[config.mk]
export PLATFORM = sky130hd
export DESIGN_NAME = ccl_link
export DESIGN_NICKNAME = d
export VERILOG_FILES = /design/src/rtl/ccl_pkg.sv /design/src/rtl/ccl_link.sv
export SDC_FILE = /design/constraint.sdc
export NUM_CORES = 1
export LEC_CHECK = 0
export ABC_AREA = 1
export BUFFER_PORTS_ARGS = -buffer_cell sky130_fd_sc_hd__buf_2
export CAP_MARGIN = 5
export CORE_UTILIZATION = 30
export DETAILED_ROUTE_END_ITERATION = 7
export HOLD_SLACK_MARGIN = 0.1
export SYNTH_ARGS = -nofsm -noshare
export SYNTH_HDL_FRONTEND = slang
export SYNTH_SLANG_ARGS = --single-unit
[constraint.sdc]
create_clock -name core_clk_i -period 2.9 [get_ports core_clk_i]
set_input_delay 0.29 -clock core_clk_i [delete_from_list [all_inputs] [get_ports core_clk_i]]
set_output_delay 0.29 -clock core_clk_i [all_outputs]
set_load 0.02 [all_outputs]
[src/rtl/ccl_pkg.sv]
package ccl_pkg;

  // Bit timing, counted in card clock cycles
  localparam int unsigned ETU_CYC       = 372;  // Cycles per etu
  localparam int unsigned VERIFY_TENTHS = 5;    // Start check point, tenths of etu
  localparam int unsigned MID_CYC       = ETU_CYC * VERIFY_TENTHS / 10;
  localparam logic [8:0]  PH_LAST       = 9'(ETU_CYC - 1);
  localparam logic [8:0]  PH_MID        = 9'(MID_CYC);

  // Frame layout in etu
  localparam logic [8:0]  CHAR_ETU      = 9'h00A;  // Start, 8 data, parity
  localparam logic [8:0]  PAR_BIT       = 9'h009;  // Rank of the parity bit
  localparam logic [8:0]  GUARD_ETU     = 9'h002;  // Minimum guard after a frame
  localparam logic [8:0]  NACK_END      = 9'h00B;  // Error signal ends at 11.5 etu
  localparam logic [7:0]  TC1_SPECIAL   = 8'hFF;   // Extra guard code with own meaning

  // Answer to reset limits
  localparam logic [15:0] ATR_MIN_GAP_ETU = 16'h000C;
  localparam logic [5:0]  ATR_MAX_CHARS   = 6'h21;   // TS plus 32 more
  localparam logic [7:0]  TS_DIRECT       = 8'h3B;
  localparam logic [7:0]  TS_INVERSE      = 8'h3F;
  localparam logic [3:0]  T0_HI_T0        = 4'h6;
  localparam logic [3:0]  T0_HI_T1        = 4'hE;
  localparam logic [7:0]  TB1_VALUE       = 8'h00;
  localparam logic [7:0]  TD1_VALUE       = 8'h81;
  localparam logic [7:0]  TD2_VALUE       = 8'h31;
  localparam logic [7:0]  TA3_MIN         = 8'h10;
  localparam logic [7:0]  TA3_MAX         = 8'hFE;
  localparam logic [3:0]  BWI_MAX         = 4'h4;
  localparam logic [3:0]  CWI_MAX         = 4'h5;
  localparam logic [5:0]  ATR_LEN_T0      = 6'h04;   // Without historical bytes
  localparam logic [5:0]  ATR_LEN_T1      = 6'h09;

  // Register offsets
  localparam logic [3:0]  REG_CTRL   = 4'h0;
  localparam logic [3:0]  REG_STATUS = 4'h1;
  localparam logic [3:0]  REG_TXDATA = 4'h2;
  localparam logic [3:0]  REG_RXDATA = 4'h3;
  localparam logic [15:0] CTRL_RESET = 16'h0000;

  // Status bit positions: sticky flags, then live busy bit and answer index
  localparam int unsigned FLAG_NUM   = 8;
  localparam int unsigned F_RX_VALID = 0;
  localparam int unsigned F_RX_PERR  = 1;
  localparam int unsigned F_TX_NACK  = 2;
  localparam int unsigned F_GAP_ERR  = 3;
  localparam int unsigned F_TOT_ERR  = 4;
  localparam int unsigned F_CNT_ERR  = 5;
  localparam int unsigned F_CHK_ERR  = 6;
  localparam int unsigned F_TX_OVF   = 7;
  localparam int unsigned S_TX_BUSY  = 8;
  localparam int unsigned S_ATR_IDX  = 16;

  typedef enum logic [1:0] {
    ST_IDLE = 2'b00,
    ST_TX   = 2'b01,
    ST_RX   = 2'b10,
    ST_NACK = 2'b11
  } ccl_state_t;

  typedef struct packed {
    logic [7:0] guard_extra;  // Extra guard in etu
    logic [4:0] rsvd;
    logic       atr_mode;     // Card is sending its answer to reset
    logic       proto_t1;     // Block protocol, no error signal
    logic       inverse;      // Inverse convention
  } ccl_ctrl_t;

endpackage : ccl_pkg

[src/rtl/ccl_link.sv]
// How it works
// - Transmit starts only from idle with the line seen released high.
// - A frame is a low start bit, eight data bits and one parity bit.
// - Parity makes data plus parity ones even; receiver checks it.
// - The line is sampled every clock, far finer than 0.2 etu.
// - Origin at first low sample; start bit rechecked at 0.5 etu.
// - Each received bit is sampled at its half-etu point from origin.
// - Each sent bit lasts exactly one etu from the start edge.
// - Start-to-start spacing is ten etu plus guard; line released during guard.
// - Under T=0 a parity error is signalled by pulling the line low.
// - Byte order is software's; bit order follows the selected convention.
// - Answer-to-reset starts are 12 to 9600 etu apart, checked here.
// - Whole answer-to-reset ends within 19200 etu, checked here.
// - T=0 answer: TS, 6x, 00, then any TC1, then historical bytes.
// - T=1 answer: TS, Ex, 00, TC1, 81, 31, TA3, TB3, history, TCK.
// - TA3 must lie between 10 and FE hex.
// - TB3 high nibble at most 4, low nibble at most 5.
// - TS must be 3B or 3F, matching the selected convention.
// - TC1 sets extra guard etu; FF gives no extra guard.
// - One etu is 372 clock cycles at all times.
// - Inverse: low is one, msb first; direct: high is one, lsb first.
// - At most 32 characters after TS in the answer to reset.
`timescale 1ns/1ps
`default_nettype none

module ccl_link
  import ccl_pkg::*;
#(
  parameter int unsigned ATR_MAX_GAP_ETU = 9600,
  parameter int unsigned ATR_TOTAL_ETU   = 19200
) (
  // Clock and reset
  input  wire logic        core_clk_i,
  input  wire logic        sys_rst_i,
  // Register port
  input  wire logic [3:0]  reg_addr_i,
  input  wire logic [31:0] reg_wdata_i,
  input  wire logic        reg_wr_i,
  input  wire logic        reg_rd_i,
  output logic      [31:0] reg_rdata_o,
  // Card I/O line, open drain
  input  wire logic        io_i,
  output logic             io_o,
  output logic             io_oe_n_o
);

  ccl_state_t           st;
  ccl_state_t           next_st;
  ccl_ctrl_t            ctrl;
  logic       [8:0]     ph;
  logic       [8:0]     next_ph;
  logic       [8:0]     bitn;
  logic       [8:0]     next_bitn;
  logic                 next_rel;
  logic                 io_s1;
  logic                 io_s2;
  logic                 io_prev;
  logic       [7:0]     tx_byte;
  logic       [7:0]     tx_cur;
  logic                 tx_pend;
  logic                 tx_go;
  logic                 nack_seen;
  logic                 rx_done;
  logic       [8:0]     rx_raw;
  logic       [7:0]     rx_byte;
  logic [FLAG_NUM-1:0]  flags;
  logic [FLAG_NUM-1:0]  flag_set;
  logic [FLAG_NUM-1:0]  flag_clr;
  logic       [5:0]     atr_idx;
  logic       [15:0]    gap_cnt;
  logic       [15:0]    tot_cnt;
  logic       [8:0]     etu_ph;
  logic       [3:0]     hist;
  logic       [7:0]     xacc;

  // Two-stage pin synchroniser, then edge history
  always_ff @(posedge core_clk_i)
  begin
    if (sys_rst_i)
    begin
      io_s1   <= 1'b1;
      io_s2   <= 1'b1;
      io_prev <= 1'b1;
    end
    else
    begin
      io_s1   <= io_i;
      io_s2   <= io_s1;
      io_prev <= io_s2;
    end
  end

  // Register decode
  wire wr_ctrl   = reg_wr_i && (reg_addr_i == REG_CTRL);
  wire wr_status = reg_wr_i && (reg_addr_i == REG_STATUS);
  wire wr_tx     = reg_wr_i && (reg_addr_i == REG_TXDATA);
  wire rd_rx     = reg_rd_i && (reg_addr_i == REG_RXDATA);

  // Line conditions
  wire fall    = io_prev && !io_s2;
  wire ph_wrap = (ph == PH_LAST);
  wire inv     = ctrl.inverse;
  wire t1      = ctrl.proto_t1;

  // Guard length: TC1 extra etu, special code adds none
  wire [8:0] extra     = (ctrl.guard_extra == TC1_SPECIAL) ? 9'h000 : {1'b0, ctrl.guard_extra};
  wire [8:0] guard_end = CHAR_ETU + GUARD_ETU + extra;

  // Bit order and polarity per convention
  logic [7:0] tx_line;
  logic [7:0] rx_dec;
  wire  [8:0] rx_full = {io_s2, rx_raw[8:1]};
  genvar k;
  generate
    for (k = 0; k < 8; k++)
    begin : g_conv
      assign tx_line[k] = inv ? ~tx_cur[7-k] : tx_cur[k];
      assign rx_dec[k]  = inv ? ~rx_full[7-k] : rx_full[k];
    end
  endgenerate

  wire       tx_par   = inv ? ~(^tx_cur) : (^tx_cur);
  wire [9:0] tx_frame = {tx_par, tx_line, 1'b0};
  wire       tx_lvl   = (bitn < CHAR_ETU) ? tx_frame[bitn[3:0]] : 1'b1;
  wire       rx_pbit  = inv ? ~rx_full[8] : rx_full[8];
  wire       par_err  = ^{rx_dec, rx_pbit};
  wire       rx_smp   = (st == ST_RX) && (ph == PH_MID) && (bitn != 9'h000) && (bitn <= PAR_BIT);

  // Answer-to-reset bookkeeping
  wire [5:0] atr_len  = (atr_idx < 6'h02) ? ATR_MAX_CHARS
                      : ((t1 ? ATR_LEN_T1 : ATR_LEN_T0) + {2'b00, hist});
  wire       atr_busy = ctrl.atr_mode && (atr_idx != 6'h00) && (atr_idx < atr_len);
  wire       atr_full = ctrl.atr_mode && (atr_idx == ATR_MAX_CHARS);
  wire       tx_ok    = tx_pend && io_s2 && !atr_full;
  wire       etu_tick = (etu_ph == PH_LAST);

  // Character check against the basic answers
  logic chk_bad;
  always_comb
  begin
    chk_bad = 1'b0;
    if (atr_idx == 6'h00)
      chk_bad = (tx_byte != (inv ? TS_INVERSE : TS_DIRECT));
    else if (atr_idx == 6'h01)
      chk_bad = (tx_byte[7:4] != (t1 ? T0_HI_T1 : T0_HI_T0));
    else if (atr_idx == 6'h02)
      chk_bad = (tx_byte != TB1_VALUE);
    else if (atr_idx >= atr_len)
      chk_bad = 1'b1;
    else if (t1 && (atr_idx == 6'h04))
      chk_bad = (tx_byte != TD1_VALUE);
    else if (t1 && (atr_idx == 6'h05))
      chk_bad = (tx_byte != TD2_VALUE);
    else if (t1 && (atr_idx == 6'h06))
      chk_bad = (tx_byte < TA3_MIN) || (tx_byte > TA3_MAX);
    else if (t1 && (atr_idx == 6'h07))
      chk_bad = (tx_byte[7:4] > BWI_MAX) || (tx_byte[3:0] > CWI_MAX);
    else if (t1 && (atr_idx == atr_len - 6'h01))
      chk_bad = ((xacc ^ tx_byte) != 8'h00);
  end

  // Link sequencer
  always_comb
  begin
    next_st   = st;
    next_ph   = ph_wrap ? 9'h000 : ph + 9'h001;
    next_bitn = ph_wrap ? bitn + 9'h001 : bitn;
    next_rel  = 1'b1;
    tx_go     = 1'b0;
    nack_seen = 1'b0;
    rx_done   = 1'b0;
    case (st)
      ST_IDLE:
      begin
        next_ph   = 9'h000;
        next_bitn = 9'h000;
        if (tx_ok)
        begin
          next_st = ST_TX;
          tx_go   = 1'b1;
        end
        else if (fall)
          next_st = ST_RX;
      end
      ST_TX:
      begin
        next_rel = tx_lvl;
        if (!t1 && (bitn == CHAR_ETU) && ph_wrap && !io_s2)
          nack_seen = 1'b1;
        if (ph_wrap && (next_bitn == guard_end))
          next_st = ST_IDLE;
      end
      ST_RX:
      begin
        if ((bitn == 9'h000) && (ph == PH_MID) && io_s2)
          next_st = ST_IDLE;
        else if ((bitn == PAR_BIT) && (ph == PH_MID))
        begin
          rx_done = 1'b1;
          next_st = (par_err && !t1) ? ST_NACK : ST_IDLE;
        end
      end
      ST_NACK:
      begin
        next_rel = !(((bitn == CHAR_ETU) && (ph >= PH_MID)) ||
                     ((bitn == NACK_END) && (ph < PH_MID)));
        if ((bitn == NACK_END) && (ph == PH_MID))
          next_st = ST_IDLE;
      end
      default:
        next_st = ST_IDLE;
    endcase
  end

  always_ff @(posedge core_clk_i)
  begin
    if (sys_rst_i)
    begin
      st        <= ST_IDLE;
      ph        <= 9'h000;
      bitn      <= 9'h000;
      io_oe_n_o <= 1'b1;
    end
    else
    begin
      st        <= next_st;
      ph        <= next_ph;
      bitn      <= next_bitn;
      io_oe_n_o <= next_rel;
    end
  end

  // Open drain: only ever pulls low
  assign io_o = 1'b0;

  // Receive shifter and result
  always_ff @(posedge core_clk_i)
  begin
    if (sys_rst_i)
    begin
      rx_raw  <= 9'h000;
      rx_byte <= 8'h00;
    end
    else
    begin
      if (rx_smp)
        rx_raw <= rx_full;
      if (rx_done)
        rx_byte <= rx_dec;
    end
  end

  // Control, transmit holding register
  always_ff @(posedge core_clk_i)
  begin
    if (sys_rst_i)
    begin
      ctrl    <= CTRL_RESET;
      tx_byte <= 8'h00;
      tx_cur  <= 8'h00;
      tx_pend <= 1'b0;
    end
    else
    begin
      if (wr_ctrl)
        ctrl <= reg_wdata_i[15:0];
      if (wr_tx && !tx_pend && !atr_full)
      begin
        tx_byte <= reg_wdata_i[7:0];
        tx_pend <= 1'b1;
      end
      else if (tx_go)
        tx_pend <= 1'b0;
      // Frame in flight kept apart, so a new write cannot corrupt it
      if (tx_go)
        tx_cur <= tx_byte;
    end
  end

  // Answer-to-reset counters
  always_ff @(posedge core_clk_i)
  begin
    if (sys_rst_i || !ctrl.atr_mode)
    begin
      atr_idx <= 6'h00;
      gap_cnt <= 16'h0000;
      tot_cnt <= 16'h0000;
      etu_ph  <= 9'h000;
      hist    <= 4'h0;
      xacc    <= 8'h00;
    end
    else
    begin
      etu_ph <= etu_tick ? 9'h000 : etu_ph + 9'h001;
      if (tx_go)
      begin
        atr_idx <= atr_idx + 6'h01;
        gap_cnt <= 16'h0000;
        if (atr_idx == 6'h00)
          tot_cnt <= 16'h0000;
        else
          xacc <= xacc ^ tx_byte;
        if (atr_idx == 6'h01)
          hist <= tx_byte[3:0];
      end
      else if (etu_tick && atr_busy)
      begin
        gap_cnt <= gap_cnt + 16'h0001;
        tot_cnt <= tot_cnt + 16'h0001;
      end
    end
  end

  // Sticky flags: hardware set wins over software clear
  assign flag_set[F_RX_VALID] = rx_done;
  assign flag_set[F_RX_PERR]  = rx_done && par_err;
  assign flag_set[F_TX_NACK]  = nack_seen;
  assign flag_set[F_GAP_ERR]  = (tx_go && atr_busy && (gap_cnt < ATR_MIN_GAP_ETU)) ||
                                (atr_busy && (gap_cnt > 16'(ATR_MAX_GAP_ETU)));
  assign flag_set[F_TOT_ERR]  = atr_busy &&
                                (tot_cnt > 16'(ATR_TOTAL_ETU) - ATR_MIN_GAP_ETU);
  assign flag_set[F_CNT_ERR]  = wr_tx && atr_full;
  assign flag_set[F_CHK_ERR]  = tx_go && ctrl.atr_mode && chk_bad;
  assign flag_set[F_TX_OVF]   = wr_tx && tx_pend;

  generate
    for (k = 0; k < FLAG_NUM; k++)
    begin : g_flag
      assign flag_clr[k] = (wr_status && reg_wdata_i[k]) || ((k == F_RX_VALID) && rd_rx);
      always_ff @(posedge core_clk_i)
      begin
        if (sys_rst_i)
          flags[k] <= 1'b0;
        else if (flag_set[k])
          flags[k] <= 1'b1;
        else if (flag_clr[k])
          flags[k] <= 1'b0;
      end
    end
  endgenerate

  // Read mux, data one cycle after the strobe
  wire [31:0] status_word = {10'h000, atr_idx, 7'h00, (tx_pend || (st == ST_TX)), flags};
  wire [31:0] rd_mux = (reg_addr_i == REG_CTRL)   ? {16'h0000, ctrl}
                     : (reg_addr_i == REG_STATUS) ? status_word
                     : (reg_addr_i == REG_RXDATA) ? {24'h000000, rx_byte}
                     : 32'h00000000;

  always_ff @(posedge core_clk_i)
  begin
    if (sys_rst_i)
      reg_rdata_o <= 32'h00000000;
    else
      reg_rdata_o <= reg_rd_i ? rd_mux : 32'h00000000;
  end
endmodule : ccl_link

`default_nettype wire

==> results.tsv <==
stage	metric	value	unit
worst_hold_path	whs_path_depth	3	
logic_synthesis	ys_types	52	
cts	cts_tree	yes	
floorplan	die_width	170	um
layout	area_growth	23.9	%
pwr	leakagePower	4.17	nW
run	cap_violations	0	
routing	wl	20800	um
logic_synthesis	yosysTopAreaCell	dfxtp_1	
timing	final.setup_skew	0.0139	ns
layout	fillers	2851	
timing	hold_violations	0	
placed_design	dp_hpwl	14900	um
logic_synthesis	synth_compound_area_share	15.6	%
logic_synthesis	ys_seq_elements	162	
logic_synthesis	synthXorXnorAreaFrac	4.89	%
logic_synthesis	synthCells	1161	
routing	wl_per_cell	12.7	um
timing	layout_setup_ws	-0.225	ns
grt	gr-total-overflow	0	
layout	diodes	0	
routing	drc	0	
cts	cts.sinks	162	
logic_synthesis	synth_fa_ha_area_share	4.01	%
layout	fin_nets	1328	
floorplan	std_cell_rows	60	
outcome	violations	setup timing	
logic_synthesis	ys.flop_type	dfxtp_1	
timing	rsz0062_at_grt	true	
setup_path	ff2ff_setup_slack	-0.23	ns
timing	finalSetupViolCount	14	
timing	maxSlewHeadroom	35.5	%
floorplan	start_util	30.9	%
timing	whs	0.163	ns
setup_path	setup.worst_path.start_class	flip-flop	
grt	grt_first_pass_wirelength	34800	um
logic_synthesis	ys_seq_area_share	38.5	%
logic_synthesis	synth_top_area_share	38.5	%
cts	htreeDepth	4	
logic_synthesis	synth_top_family_by_area	simple AND/OR/NAND/NOR gates	
logic_synthesis	avgSynthCellArea	7.25	sq um
timing	min_period	3.13	ns
cts	clk_latency	0.43	ns
setup_path	cp.arrival	3.45	ns
logic_synthesis	yosys_warnings	0	
placed_design	post-place-ws	-0.333	ns
cts	clkTransAtPathRegs	0.07	ns
routing	ant_nets	0	
logic_synthesis	synth_edf_count	0	
setup_path	cp_max_fo	6	
layout	layout-drive-gt1-share	19.8	%
worst_hold_path	worst_hold_path_type	primary input to flip-flop	
setup_path	critPathCaptureType	flip-flop	
timing	max_freq	320	MHz
setup_path	rr_startpoint	t1	
worst_hold_path	min_from	reg_wdata_i[15]	
logic_synthesis	yosys-mux-area-fraction	0	%
routing	drt_iter0_markers	373	
pwr	power_density	472	nW/um^2
setup_path	worstRegToRegCells	24	
setup_path	reg2reg_to	gap_cnt[15]	
logic_synthesis	syn_area	8420	sq um
cts	numCtsBuffers	17	
placed_design	io_buffers	47	
floorplan	dieHeight	170	um
floorplan	fp.coreArea	27300	sq um
cts	clockBufferDepth	2	
outcome	status	finished with violations	
cts	cts_root_buf	clkbuf_16	
logic_synthesis	yosys.area_share.simple	26.8	%
floorplan	ios	75	
floorplan	die_area	28700	sq um
setup_path	cp.required	3.22	ns
placed_design	place_area	9340	sq um
routing	firstDrtPassIters	5	
pwr	ir_drop	0.411	mV
logic_synthesis	netlist_top_cells_area	dfxtp_1 (39%), nand2_1 (7.3%), inv_1 (6.9%)	
timing	worst_slew_pin_slew	0.967	ns
grt	grt_max_degree	38	
routing	vias	7696	
timing	maxSlewViolCount	0	
logic_synthesis	async_reset_ff_share	0	%
timing	min_period_over_period	108	%
grt	grt_pass1_vias	7203	
grt	grt_usage	15.0	%
layout	stdcell_area	10400	sq um
worst_hold_path	hold_path_end	ctrl[15]	
layout	final_util	38.3	%
routing	viasPerCell	4.68	
setup_path	path_class	flip-flop to flip-flop	
grt	antenna_found_initial	1	
placed_design	gp_congestion	0.811	
[how the worst max path moves through the flow]
stage,slack (ns),startpoint,to
floorplan,-0.01,t1,gap_cnt[15]
global placement,-0.21,t1,gap_cnt[11]
detailed placement,-0.33,t1,tot_cnt[14]
CTS,-0.22,t1,gap_cnt[11]
global route,-0.45,t1,gap_cnt[15]
finish,-0.23,t1,gap_cnt[15]
[critical path: stages, from the launching register on]
cell and delay, ns:
dfxtp_4 0.40, inv_4 0.05, ha_4 0.23, buf_6 0.12, nand2_4 0.05, inv_2 0.04, nor2_4 0.11, nand2_2 0.09
ha_4 0.22, nand2_2 0.06, nor2_2 0.04, o21ai_1 0.07, o211ai_1 0.18, nor2_4 0.17, nand2_4 0.10, buf_6 0.15
nor4_4 0.15, nand3_1 0.12, inv_2 0.08, nand3_2 0.06, nor2_1 0.10, nand3b_1 0.12, nor2_2 0.11, and3_4 0.18
nor3_2 0.03
[sequential cells by signal, summed over array words and instances (netlist names), 9 cells and up]
signal       flops
gap_cnt         16
reg_rdata_o     22
ctrl            14
bitn             9
tot_cnt         16
ph               9
etu_ph           9
[cell families after synthesis]
group / Yosys count
AOI/OAI and AO/OA: 235
xor gates and xnor gates: 47
adders and majority gates: 27
buffers and inverters: 211
DFF: 162
other: 1
and+or+nand+nor: 478
[layer usage]
layer | up-vias | track usage (%) | wire (um)
met2 | 133 | 25.0 | 9860
met3 | 23 | 3.64 | 795
met1 | 3538 | 19.3 | 9920
met5 | - | 0 | 13
met4 | 2 | 3.96 | 254
li1 | 4000 | - | -
[layout by cell type (no fill, tap or decap), types with 22 or more instances in the layout]
master     n
dfxtp_1  160
inv_1    151
nand2_1  151
nor2_1   141
a21oi_1   94
o21ai_0   81
buf_4     56
nand3_1   50
buf_2     47
nor3_1    23
xor2_1    22
xnor2_1   22
[metrics by stage]
stage	TNS, ns	power [W]	instances
after floorplan	-0.0111	0.00260	1171
after global placement	-1.84	0.00270	1591
after detailed placement	-2.96	0.00270	1591
after CTS	-1.95	0.00498	1644
after global routing	-5.71	0.00512	1645
final	-2.19	0.00492	1645
[cell usage after synthesis (all sizes together), types with 2 or more instances]
library cell,number
a211oi,12
a21oi,97
a221oi,7
a31oi,8
buf,20
clkbuf,23
clkinv,4
dfxtp,162
ha,27
inv,164
nand2,176
nand3,59
nand3b,4
nand4,15
nor2,155
nor3,38
nor3b,9
nor4,16
o211ai,6
o21a,2
o21ai,90
o31ai,2
o32ai,2
o41ai,2
or2,5
xnor2,23
xor2,24
[where the power goes]
part           total [W]  internal, W  leakage, nW  switching, W
sequential       0.00230      0.00226         1.31     0.0000374
combinational   0.000361     0.000117         2.59      0.000244
clock            0.00226      0.00130        0.272      0.000958
total            0.00492      0.00368         4.17       0.00124
[area by class of cell]
cell class / count / area (sq um) / share of cell area [%]
multi-input cells: 798 / 4740 / 45.4
flip-flops and latches: 162 / 3250 / 31.1
repair buffers: 113 / 767 / 7.36
inverters: 168 / 633 / 6.07
well taps: 372 / 465 / 4.46
clock buffers: 22 / 454 / 4.36
clock inverters: 10 / 124 / 1.19
[timing repair]
action	in CTS	in global routing
endpoints found under the hold margin	1	0
hold buffers	1	0
pin swaps	13	25
buffers inserted	20	8
gates resized for setup	34	45
endpoints found under the setup margin	17	26
Power figures use the tool's default switching activity.
